File: src/common/madb_pkg.sv
// constants, operation codes and helpers shared by the add/and/bit datapath
package madb_pkg;
    localparam int DATA_W = 8;
    localparam int ADDR_W = 7;
    localparam int BIT_W = 3;
    localparam int NIB_W = 4;
    // address of the timer count register inside the file space
    localparam logic [ADDR_W-1:0] TIMER_ADDR = 7'h01;
    localparam logic [DATA_W-1:0] ZERO_BYTE = 8'h00;
    localparam logic [DATA_W-1:0] ONE_BYTE = 8'h01;
    localparam logic DEST_WORK = 1'b0;
    localparam logic DEST_FILE = 1'b1;

    typedef enum logic [2:0] {
        OP_NOP,
        OP_ADD_LITERAL_TO_WORK,
        OP_ADD_WORK_AND_FILE,
        OP_AND_LITERAL_WITH_WORK,
        OP_AND_WORK_WITH_FILE,
        OP_BIT_CLEAR_FILE,
        OP_BIT_SET_FILE,
        OP_BIT_TEST_SKIP_IF_CLEAR
    } madb_op_type;

    function automatic logic [DATA_W-1:0] madb_bit_mask(input logic [BIT_W-1:0] b);
        return ONE_BYTE << b;
    endfunction

    function automatic logic madb_is_add(input madb_op_type op);
        return (op == OP_ADD_LITERAL_TO_WORK) || (op == OP_ADD_WORK_AND_FILE);
    endfunction
endpackage

File: src/common/madb_alu_if.sv
// operand and result bundle between the core and its arithmetic unit
`timescale 1ns/10ps
interface madb_alu_if;
    import madb_pkg::*;
    madb_op_type op;
    logic [DATA_W-1:0] work;
    logic [DATA_W-1:0] file;
    logic [DATA_W-1:0] lit;
    logic [BIT_W-1:0] bsel;
    logic [DATA_W-1:0] result;
    logic carry;
    logic digit_carry;
    logic zero;
    logic bit_val;

    modport core (
        output op, work, file, lit, bsel,
        input result, carry, digit_carry, zero, bit_val
    );
    modport alu (
        input op, work, file, lit, bsel,
        output result, carry, digit_carry, zero, bit_val
    );
endinterface

File: src/rtl/madb_alu.sv
// combinational arithmetic and bit unit
`timescale 1ns/10ps
module madb_alu
    import madb_pkg::*;
(
    madb_alu_if.alu alu
);
    logic [DATA_W:0] sum;
    logic [NIB_W:0] nib_sum;
    logic [DATA_W-1:0] addend;

    always_comb
    begin
        addend = (alu.op == OP_ADD_LITERAL_TO_WORK) ? alu.lit : alu.file;
        sum = {1'b0, alu.work} + {1'b0, addend};
        nib_sum = {1'b0, alu.work[NIB_W-1:0]} + {1'b0, addend[NIB_W-1:0]};
        alu.carry = sum[DATA_W]; // [RULE13]
        alu.digit_carry = nib_sum[NIB_W]; // [RULE13]
        alu.bit_val = alu.file[alu.bsel];
        case (alu.op)
            OP_ADD_LITERAL_TO_WORK: alu.result = sum[DATA_W-1:0]; // [RULE4]
            OP_ADD_WORK_AND_FILE: alu.result = sum[DATA_W-1:0]; // [RULE7]
            OP_AND_LITERAL_WITH_WORK: alu.result = alu.work & alu.lit; // [RULE9]
            OP_AND_WORK_WITH_FILE: alu.result = alu.work & alu.file; // [RULE11]
            OP_BIT_CLEAR_FILE: alu.result = alu.file & ~madb_bit_mask(alu.bsel); // [RULE5]
            OP_BIT_SET_FILE: alu.result = alu.file | madb_bit_mask(alu.bsel); // [RULE6]
            default: alu.result = alu.file;
        endcase
        alu.zero = (alu.result == ZERO_BYTE); // [RULE12]
    end
endmodule

File: src/rtl/madb_core.sv
// execution datapath for literal/register add and and, and the bit operations
// Functional notes
// [RULE1] A read-modify-write of an I/O port register takes its operand from the pins.
// [RULE2] A write to the timer count register clears its prescaler when assigned to it.
// [RULE3] A taken skip or program counter change costs two cycles, the second a no-op.
// [RULE4] Literal add puts work plus the 8-bit literal in work, updating C, DC and Z.
// [RULE5] Bit clear forces bit b of file register f to zero and touches no flag.
// [RULE6] Bit set forces bit b of file register f to one and touches no flag.
// [RULE7] Register add sums work and file f into the destination, updating C, DC and Z.
// [RULE8] Destination select 0 writes the work register, 1 writes back to file f.
// [RULE9] Literal and puts work and the literal in work, updating only Z.
// [RULE10] Bit test skips the next instruction when bit b of f is zero, no flags change.
// [RULE11] Register and puts work and file f into the destination, updating only Z.
// [RULE12] Zero flag is set when the 8-bit result is zero and cleared otherwise.
// [RULE13] Adds set carry from bit 7 and digit carry from bit 3, else clear them.
`timescale 1ns/10ps
module madb_core
    import madb_pkg::*;
#(
    parameter logic [ADDR_W-1:0] TIMER_ADDR_P = TIMER_ADDR
)
(
    // clock, reset, enable
    input wire logic clk_i,
    input wire logic rst_b_i,
    input wire logic ce_i,
    // decoded instruction from fetch/decode
    input wire logic instr_valid_i,
    input wire madb_op_type op_i,
    input wire logic [ADDR_W-1:0] file_addr_i,
    input wire logic [BIT_W-1:0] bit_sel_i,
    input wire logic dest_i,
    input wire logic [DATA_W-1:0] literal_i,
    input wire logic pc_change_i,
    // file register space read side
    input wire logic [DATA_W-1:0] file_rdata_i,
    input wire logic [DATA_W-1:0] pin_rdata_i,
    input wire logic file_is_port_i,
    input wire logic prescaler_on_timer_i,
    // file register space write side
    output logic file_we_o,
    output logic [ADDR_W-1:0] file_waddr_o,
    output logic [DATA_W-1:0] file_wdata_o,
    output logic prescaler_clr_o,
    // core state
    output logic [DATA_W-1:0] work_o,
    output logic carry_o,
    output logic digit_carry_flag_o,
    output logic zero_o,
    output logic nop_cycle_o
);
    madb_alu_if alu_bus ();

    logic [DATA_W-1:0] work_q;
    logic carry_q;
    logic dc_q;
    logic zero_q;
    logic nop_q;
    logic file_we_q;
    logic [ADDR_W-1:0] file_waddr_q;
    logic [DATA_W-1:0] file_wdata_q;
    logic pscl_q;

    logic exec;
    logic [DATA_W-1:0] operand;
    logic writes_file;
    logic writes_work;
    logic is_add;
    logic is_and;
    logic skip_taken;

    madb_alu u_alu (
        .alu(alu_bus.alu)
    );

    // a port read sees the pins so an input pin pulled low is written back as zero
    assign operand = file_is_port_i ? pin_rdata_i : file_rdata_i; // [RULE1]

    assign alu_bus.op = op_i;
    assign alu_bus.work = work_q;
    assign alu_bus.file = operand;
    assign alu_bus.lit = literal_i;
    assign alu_bus.bsel = bit_sel_i;

    // the instruction fetched behind a taken skip is presented but dropped
    assign exec = instr_valid_i && !nop_q; // [RULE3]
    assign is_add = madb_is_add(op_i);
    assign is_and = (op_i == OP_AND_LITERAL_WITH_WORK) || (op_i == OP_AND_WORK_WITH_FILE);

    always_comb
    begin
        writes_file = 1'b0;
        writes_work = 1'b0;
        case (op_i)
            OP_ADD_LITERAL_TO_WORK: writes_work = 1'b1;
            OP_AND_LITERAL_WITH_WORK: writes_work = 1'b1;
            OP_ADD_WORK_AND_FILE, OP_AND_WORK_WITH_FILE:
            begin
                writes_file = (dest_i == DEST_FILE); // [RULE8]
                writes_work = (dest_i == DEST_WORK); // [RULE8]
            end
            OP_BIT_CLEAR_FILE, OP_BIT_SET_FILE: writes_file = 1'b1;
            default:
            begin
                writes_file = 1'b0;
                writes_work = 1'b0;
            end
        endcase
    end

    assign skip_taken = (op_i == OP_BIT_TEST_SKIP_IF_CLEAR) && !alu_bus.bit_val; // [RULE10]

    // work register
    always_ff @(posedge clk_i or negedge rst_b_i)
    begin
        if (!rst_b_i)
            work_q <= ZERO_BYTE;
        else if (ce_i && exec && writes_work)
            work_q <= alu_bus.result; // [RULE4] [RULE9]
    end

    // status flags; bit ops and the skip test leave them alone
    always_ff @(posedge clk_i or negedge rst_b_i)
    begin
        if (!rst_b_i)
        begin
            carry_q <= 1'b0;
            dc_q <= 1'b0;
            zero_q <= 1'b0;
        end
        else if (ce_i && exec)
        begin
            if (is_add)
            begin
                carry_q <= alu_bus.carry; // [RULE13] [RULE7]
                dc_q <= alu_bus.digit_carry; // [RULE13]
            end
            if (is_add || is_and)
                zero_q <= alu_bus.zero; // [RULE12] [RULE11]
        end
    end

    // file write port
    always_ff @(posedge clk_i or negedge rst_b_i)
    begin
        if (!rst_b_i)
        begin
            file_we_q <= 1'b0;
            file_waddr_q <= '0;
            file_wdata_q <= ZERO_BYTE;
        end
        else if (ce_i)
        begin
            file_we_q <= exec && writes_file; // [RULE5] [RULE6] [RULE8]
            if (exec && writes_file)
            begin
                file_waddr_q <= file_addr_i;
                file_wdata_q <= alu_bus.result;
            end
        end
    end

    // prescaler clear pulse alongside the timer write
    always_ff @(posedge clk_i or negedge rst_b_i)
    begin
        if (!rst_b_i)
            pscl_q <= 1'b0;
        else if (ce_i)
            pscl_q <= exec && writes_file && (file_addr_i == TIMER_ADDR_P)
                && prescaler_on_timer_i; // [RULE2]
    end

    // forced no-op second cycle
    always_ff @(posedge clk_i or negedge rst_b_i)
    begin
        if (!rst_b_i)
            nop_q <= 1'b0;
        else if (ce_i)
            nop_q <= exec && (skip_taken || pc_change_i); // [RULE3] [RULE10]
    end

    assign work_o = work_q;
    assign carry_o = carry_q;
    assign digit_carry_flag_o = dc_q;
    assign zero_o = zero_q;
    assign nop_cycle_o = nop_q;
    assign file_we_o = file_we_q;
    assign file_waddr_o = file_waddr_q;
    assign file_wdata_o = file_wdata_q;
    assign prescaler_clr_o = pscl_q;

    // helper values for the checks below
    logic [DATA_W:0] chk_add_lit;
    logic [DATA_W-1:0] chk_bset_pin;
    logic chk_go;
    assign chk_add_lit = {1'b0, work_q} + {1'b0, literal_i};
    assign chk_bset_pin = pin_rdata_i | madb_bit_mask(bit_sel_i);
    assign chk_go = ce_i && exec;
    // nibble sum rebuilt from the operands, not taken from the arithmetic unit
    logic [NIB_W:0] chk_nib;
    assign chk_nib = {1'b0, work_q[NIB_W-1:0]}
        + {1'b0, (op_i == OP_ADD_LITERAL_TO_WORK) ? literal_i[NIB_W-1:0] : operand[NIB_W-1:0]};

    property p_port_pins;
        @(posedge clk_i) disable iff (!rst_b_i)
        chk_go && op_i == OP_BIT_SET_FILE && file_is_port_i
        |=> file_we_o && file_wdata_o == $past(chk_bset_pin);
    endproperty
    a_port_pins: assert property (p_port_pins) // [RULE1]
        else $error("port rmw did not use pin levels");

    property p_timer_clr;
        @(posedge clk_i) disable iff (!rst_b_i)
        prescaler_clr_o |-> file_we_o && file_waddr_o == TIMER_ADDR_P
            && $past(prescaler_on_timer_i);
    endproperty
    a_timer_clr: assert property (p_timer_clr) // [RULE2]
        else $error("prescaler clear without timer write");

    property p_timer_write;
        @(posedge clk_i) disable iff (!rst_b_i)
        chk_go && writes_file && file_addr_i == TIMER_ADDR_P && prescaler_on_timer_i
        |=> prescaler_clr_o;
    endproperty
    a_timer_write: assert property (p_timer_write) // [RULE2]
        else $error("timer write did not clear prescaler");

    property p_nop_cycle;
        @(posedge clk_i) disable iff (!rst_b_i)
        chk_go && pc_change_i |=> nop_cycle_o ##1 (!ce_i || (!file_we_o && $stable(work_o)));
    endproperty
    a_nop_cycle: assert property (p_nop_cycle) // [RULE3]
        else $error("second cycle after branch was not a no-op");

    property p_add_lit;
        @(posedge clk_i) disable iff (!rst_b_i)
        chk_go && op_i == OP_ADD_LITERAL_TO_WORK
        |=> work_o == $past(chk_add_lit[DATA_W-1:0]) && carry_o == $past(chk_add_lit[DATA_W]);
    endproperty
    a_add_lit: assert property (p_add_lit) // [RULE4] [RULE13]
        else $error("literal add result or carry wrong");

    property p_bit_flags;
        @(posedge clk_i) disable iff (!rst_b_i)
        chk_go && (op_i == OP_BIT_CLEAR_FILE || op_i == OP_BIT_TEST_SKIP_IF_CLEAR)
        |=> $stable(carry_o) && $stable(digit_carry_flag_o) && $stable(zero_o);
    endproperty
    a_bit_flags: assert property (p_bit_flags) // [RULE5] [RULE10]
        else $error("bit operation changed a flag");

    property p_bclr_bit;
        @(posedge clk_i) disable iff (!rst_b_i)
        chk_go && op_i == OP_BIT_CLEAR_FILE
        |=> file_we_o && file_wdata_o[$past(bit_sel_i)] == 1'b0;
    endproperty
    a_bclr_bit: assert property (p_bclr_bit) // [RULE5]
        else $error("bit clear left bit set");

    property p_dest_file;
        @(posedge clk_i) disable iff (!rst_b_i)
        chk_go && op_i == OP_ADD_WORK_AND_FILE && dest_i == DEST_FILE
        |=> file_we_o && file_waddr_o == $past(file_addr_i) && $stable(work_o);
    endproperty
    a_dest_file: assert property (p_dest_file) // [RULE7] [RULE8]
        else $error("add with file destination misrouted");

    property p_and_lit;
        @(posedge clk_i) disable iff (!rst_b_i)
        chk_go && op_i == OP_AND_LITERAL_WITH_WORK
        |=> $stable(carry_o) && $stable(digit_carry_flag_o) && zero_o == (work_o == ZERO_BYTE);
    endproperty
    a_and_lit: assert property (p_and_lit) // [RULE9] [RULE12]
        else $error("literal and flags wrong");

    property p_skip;
        @(posedge clk_i) disable iff (!rst_b_i)
        chk_go && skip_taken |=> nop_cycle_o && !file_we_o;
    endproperty
    a_skip: assert property (p_skip) // [RULE10]
        else $error("clear bit did not skip");

    property p_and_work;
        @(posedge clk_i) disable iff (!rst_b_i)
        chk_go && op_i == OP_AND_WORK_WITH_FILE && dest_i == DEST_WORK
        |=> !file_we_o && work_o == ($past(work_o) & $past(operand));
    endproperty
    a_and_work: assert property (p_and_work) // [RULE11] [RULE8]
        else $error("register and to work wrong");

    property p_add_dc;
        @(posedge clk_i) disable iff (!rst_b_i)
        chk_go && is_add |=> digit_carry_flag_o == $past(chk_nib[NIB_W]);
    endproperty
    a_add_dc: assert property (p_add_dc) // [RULE13]
        else $error("digit carry wrong after add");

    property p_bset_bit;
        @(posedge clk_i) disable iff (!rst_b_i)
        chk_go && op_i == OP_BIT_SET_FILE
        |=> file_we_o && file_wdata_o[$past(bit_sel_i)] == 1'b1 && $stable(zero_o) && $stable(carry_o);
    endproperty
    a_bset_bit: assert property (p_bset_bit) // [RULE6]
        else $error("bit set left bit clear or moved a flag");

    property p_add_work;
        @(posedge clk_i) disable iff (!rst_b_i)
        chk_go && op_i == OP_ADD_WORK_AND_FILE && dest_i == DEST_WORK
        |=> !file_we_o && work_o == $past(work_o) + $past(operand);
    endproperty
    a_add_work: assert property (p_add_work) // [RULE7] [RULE8]
        else $error("register add to work wrong");

    property p_and_file;
        @(posedge clk_i) disable iff (!rst_b_i)
        chk_go && op_i == OP_AND_WORK_WITH_FILE && dest_i == DEST_FILE
        |=> file_we_o && file_wdata_o == ($past(work_o) & $past(operand)) && $stable(work_o);
    endproperty
    a_and_file: assert property (p_and_file) // [RULE11] [RULE8]
        else $error("register and to file wrong");
endmodule

File: config.mk
export PLATFORM = sky130hd
export DESIGN_NAME = madb_core
export DESIGN_NICKNAME = d
export VERILOG_FILES = /design/src/common/madb_pkg.sv /design/src/common/madb_alu_if.sv /design/src/rtl/madb_alu.sv /design/src/rtl/madb_core.sv
export SDC_FILE = /design/constraint.sdc
export NUM_CORES = 1
export LEC_CHECK = 0
export ABC_CLOCK_PERIOD_IN_PS = 3750
export BUFFER_PORTS_ARGS = -buffer_cell sky130_fd_sc_hd__buf_2
export CAP_MARGIN = 10
export CELL_PAD_IN_SITES_DETAIL_PLACEMENT = 0
export CELL_PAD_IN_SITES_GLOBAL_PLACEMENT = 1
export CORE_MARGIN = 2
export CORE_UTILIZATION = 42
export CTS_CLUSTER_SIZE = 24
export DETAILED_ROUTE_END_ITERATION = 10
export MAX_ROUTING_LAYER = met4
export PLACE_DENSITY_LB_ADDON = 0.1
export SLEW_MARGIN = 15
export SYNTH_ARGS = -nofsm -noshare
export SYNTH_HDL_FRONTEND = slang
export SYNTH_SLANG_ARGS = --single-unit
File: constraint.sdc
create_clock -name clk_i -period 3.75 [get_ports clk_i]
set_input_delay 1.125 -clock clk_i [delete_from_list [all_inputs] [get_ports clk_i]]
set_output_delay 1.125 -clock clk_i [all_outputs]
set_load 0.005 [all_outputs]
==> results_tabular.tex <==
\begin{tabular}{lr}
\hline
Metric & Value \\
\hline
\multicolumn{2}{l}{\textbf{Run status}} \\
Result of the run & finished clean \\
\multicolumn{2}{l}{\textbf{Yosys}} \\
Post-Syn Instances & 255 \\
Post-synthesis average cell area & between 9 and 10 um\^{}2 \\
Number of flops mapped to enable cells by yosys & 0 \\
Most used flip-flop cell after synthesis & dfrtp\_1 \\
Synth unique cells & 70 \\
Yosys warning count & 0 \\
Share of the yosys chip area belonging to registers & 29.84\% \\
Yosys reg bits & 29 \\
Synthesized Nets & 309 \\
Async SR Flop Fraction & 100.0\% \\
Synth top area share & 29.84\% \\
Post-synthesis cell area & 2432 um\^{}2 \\
Top post-synthesis cells by area & dfrtp\_1 30\%, mux2\_2 9.3\%, a21oi\_1 5.6\%, ha\_1 4.1\%, nor2\_1 3.9\% \\
Library cell occupying the most area in the post-synthesis netlist & dfrtp\_1 \\
\multicolumn{2}{l}{\textbf{Place}} \\
Placement-stage cell area & approximately 3000 um\^{}2 \\
Placer's final routability congestion estimate & 0.9138 \\
IO Port Bufs & 73 \\
Detailed-placement wirelength estimate & 5814 um \\
\multicolumn{2}{l}{\textbf{Worst setup path}} \\
Launch instance of the worst register-to-register path & work\_o[0] \\
Required time of the worst setup path & just under 4000 ps \\
Category of the critical setup timing path & input port to flop \\
Most frequent cell on the critical path & buf\_4 \\
Data arrival, critical path & 3810 ps \\
CP cell instances & buf\_2, nand2b\_1, nor2\_4, mux2\_2, buf\_4, fa\_2, nor2\_1, a211oi\_2, buf\_4, a2111oi\_4, a311oi\_2, nor4b\_2, a32o\_2 \\
Worst setup path start & op\_i[2] \\
Startpoint types & input port \\
Type of destination of the critical path & flop \\
Worst-path fanout max & 4 \\
Slowest cell on the critical path & fa\_2 \\
Delay contributed by the slowest stage of the critical path & approximately 530 ps \\
\multicolumn{2}{l}{\textbf{Layout}} \\
Antenna cell count & 0 \\
Number of nets in the finished design & 410 \\
Synth-to-layout area growth & 30.20\% \\
Fill count & 542 \\
Leading cell type in the layout, fill and taps excluded & buf\_2 \\
Post-route cell area & between 3000 and 4000 um\^{}2 \\
Proportion of layout cells with a drive suffix above 1 & 45.10\% \\
Commonest cells after routing, fill and taps aside & 73 x buf\_2, 37 x buf\_4, 29 x dfrtp\_1 \\
\multicolumn{2}{l}{\textbf{Drt}} \\
Final routed DRC violation total & 0 \\
WL final & between 7000 and 8000 um \\
Via density per instance & 5.765 \\
Vias & 2,473 \\
Starting DRC count in detailed routing & between 200 and 250 \\
DR pass1 iterations & 4 \\
Post-detailed-route count of antenna-violating nets & 0 \\
Final routed wire length divided by cell count & 17.75 um \\
\multicolumn{2}{l}{\textbf{Floorplanning}} \\
Total number of placement rows & 27 \\
Starting density of the core & between 40\% and 50\% \\
Vertical extent of the die & 80.10 um \\
Die area & 6416 um\^{}2 \\
Floorplan die width & 80.10 um \\
Core area & roughly 5500 um\^{}2 \\
Number of placed I/O pins & 74 \\
\multicolumn{2}{l}{\textbf{CTS}} \\
Clock latency of the later-clocked register in the worst-skew pair & about 290 ps \\
CTS root buffer & clkbuf\_8 \\
Clock tree buffer depth & 2 \\
Clock transition at the registers of the reported paths & 60 ps \\
Clock sink count & 29 \\
CTS tree & yes \\
Depth of the CTS H-tree & 2 \\
Number of hold-repair buffers added at the cts stage & 0 \\
TritonCTS Buffers & 5 \\
\multicolumn{2}{l}{\textbf{Power and ir drop}} \\
Power per cell area & about 490 nW/um\^{}2 \\
Maximum ir drop on the vdd rail & 0.0003190 V \\
Leakage Power & 1.447 nW \\
\multicolumn{2}{l}{\textbf{STA}} \\
Period utilization & 96.99\% \\
Worst clock skew & 4.656 ps \\
Final Critical Period & between 3000 and 4000 ps \\
Number of slew-limit violations in the final report & 0 \\
Worst-case headroom to the max-slew limit & 56.94\% \\
Highest Clock Rate & 274.9 MHz \\
Actual transition at the worst max-transition pin & about 650 ps \\
Count of final hold-check violations & 0 \\
Setup violation total in the final timing report & 0 \\
Total negative setup slack & 0 ps \\
Hold slack & 480.5 ps \\
Setup repair after global routing missed its margin & no \\
\multicolumn{2}{l}{\textbf{Global routing}} \\
Antenna violations before repair & 0 \\
Total global routing track utilization & 25.94\% \\
Largest net degree at the start of global routing & 32 \\
Total global routing overflow & 0 \\
First-pass GRT wire length & 12,160 um \\
Vias in the first global route & 2,429 \\
\multicolumn{2}{l}{\textbf{Hold path}} \\
Hold Startpoint & file\_we\_o \\
Hold WC Path Type & flop to flop \\
\multicolumn{2}{l}{\textbf{Flow run}} \\
Reported max-cap violation count & 0 \\
\hline
\end{tabular}
## Yosys cell counts, types with 2 or more instances
library cell	number
nand3b_1	4
buf_4	2
a311oi_1	2
mux2i_1	4
nor4b_1	3
nand2b_1	5
mux2_1	3
o22ai_1	3
o211ai_1	3
nand3_1	5
nor3_1	7
nor3b_1	4
mux2_2	20
and3b_1	2
inv_1	4
buf_6	5
o21ai_1	3
nor2b_1	2
a21o_1	4
nor2_1	25
buf_2	8
nand2_1	12
xnor2_1	2
a31oi_1	2
o21ai_0	7
a21oi_1	27
ha_1	8
mux2_4	2
or2_1	3
o221ai_1	2
a211oi_2	4
nand4_1	2
dfrtp_1	29
## sequential cells by signal (all words and copies together), names as in the netlist
register	cells
digit_carry_flag_o	1
file_waddr_o	7
prescaler_clr_o	1
file_we_o	1
nop_cycle_o	1
work_o	8
file_wdata_o	8
carry_o	1
zero_o	1
## critical path: cells and delay by family
family	cells	cell delay [ps]
adders and majority gates	1	530
AOI/OAI and AO/OA	4	850
muxes	1	380
buffers and inverters	3	420
and+or+nand+nor	4	510
## final cells by class
cell class	count	area, um^2	area share [%]
Multi-Input combinational cell	205	1603	50.61
Tap cell	72	90.09	2.845
Clock inverter	3	17.52	0.5531
Timing Repair Buffer	110	643.1	20.31
Sequential cell	29	725.7	22.92
Inverter	5	18.77	0.5927
Clock buffer	5	68.82	2.173
## report_power, final
group          total [mW]  internal [mW]  leakage [nW]  switching [mW]
registers           0.507          0.411         0.344          0.0962
clock network       0.254          0.128        0.0439           0.127
logic               0.799          0.423          1.06           0.376
## through the flow
| step | total power [mW] | std cells | utilization (%) | worst slack [ps] |
|---|---|---|---|---|
| after floorplan | 0.9388 | 255 | - | -182.0 |
| after global placement | 1.282 | 419 | 55.26 | -146.9 |
| after detailed placement | 1.289 | 419 | 55.26 | -264.9 |
| after CTS | 1.554 | 427 | 56.82 | 45.12 |
| after global routing | 1.678 | 429 | 57.16 | 0.03153 |
| final | 1.560 | 429 | 57.16 | 112.8 |
## routing by layer
metal	vias up	part of all wire, %	wire length (um)	global-route usage, %
li1	1173	-	-	-
met1	1186	47	3586	34.38
met2	94	45	3429	40.08
met3	20	5.1	389	4.045
met4	0	2.8	210	10.17
met5	-	0	0	-
## kinds of logic (layout without fill, tap and decap cells)
| group | after synthesis | count (layout) | share of synthesized area, % |
|---|---|---|---|
| and+or+nand+nor | 85 | 85 | 19.86 |
| xor gates and xnor gates | 4 | 4 | 2.212 |
| adders and majority gates | 9 | 9 | 4.938 |
| DFF | 29 | 29 | 29.84 |
| buffers and inverters | 21 | 123 | 5.503 |
| AOI/OAI and AO/OA | 77 | 77 | 23.20 |
| muxes | 30 | 30 | 14.45 |
## timing repair
action                                  4_1_cts  5_1_grt
endpoints found under the setup margin        0        3
resized for setup                             0        1
buffers inserted                              0        2
## path summary, 6_finish.rpt
path / endpoint / slack, ps / depth (start not counted)
setup / recovery: zero_o / 110 / 13
hold / removal: file_we_o / 480 / 1
setup reg to reg: zero_o / 1260 / 9
hold reg to reg: file_we_o / 480 / 1
max in group asynchronous: file_wdata_o[2] / 2470 / 1
min in group asynchronous: digit_carry_flag_o / 860 / 1
No activity file was read; power rests on OpenSTA's default activity.
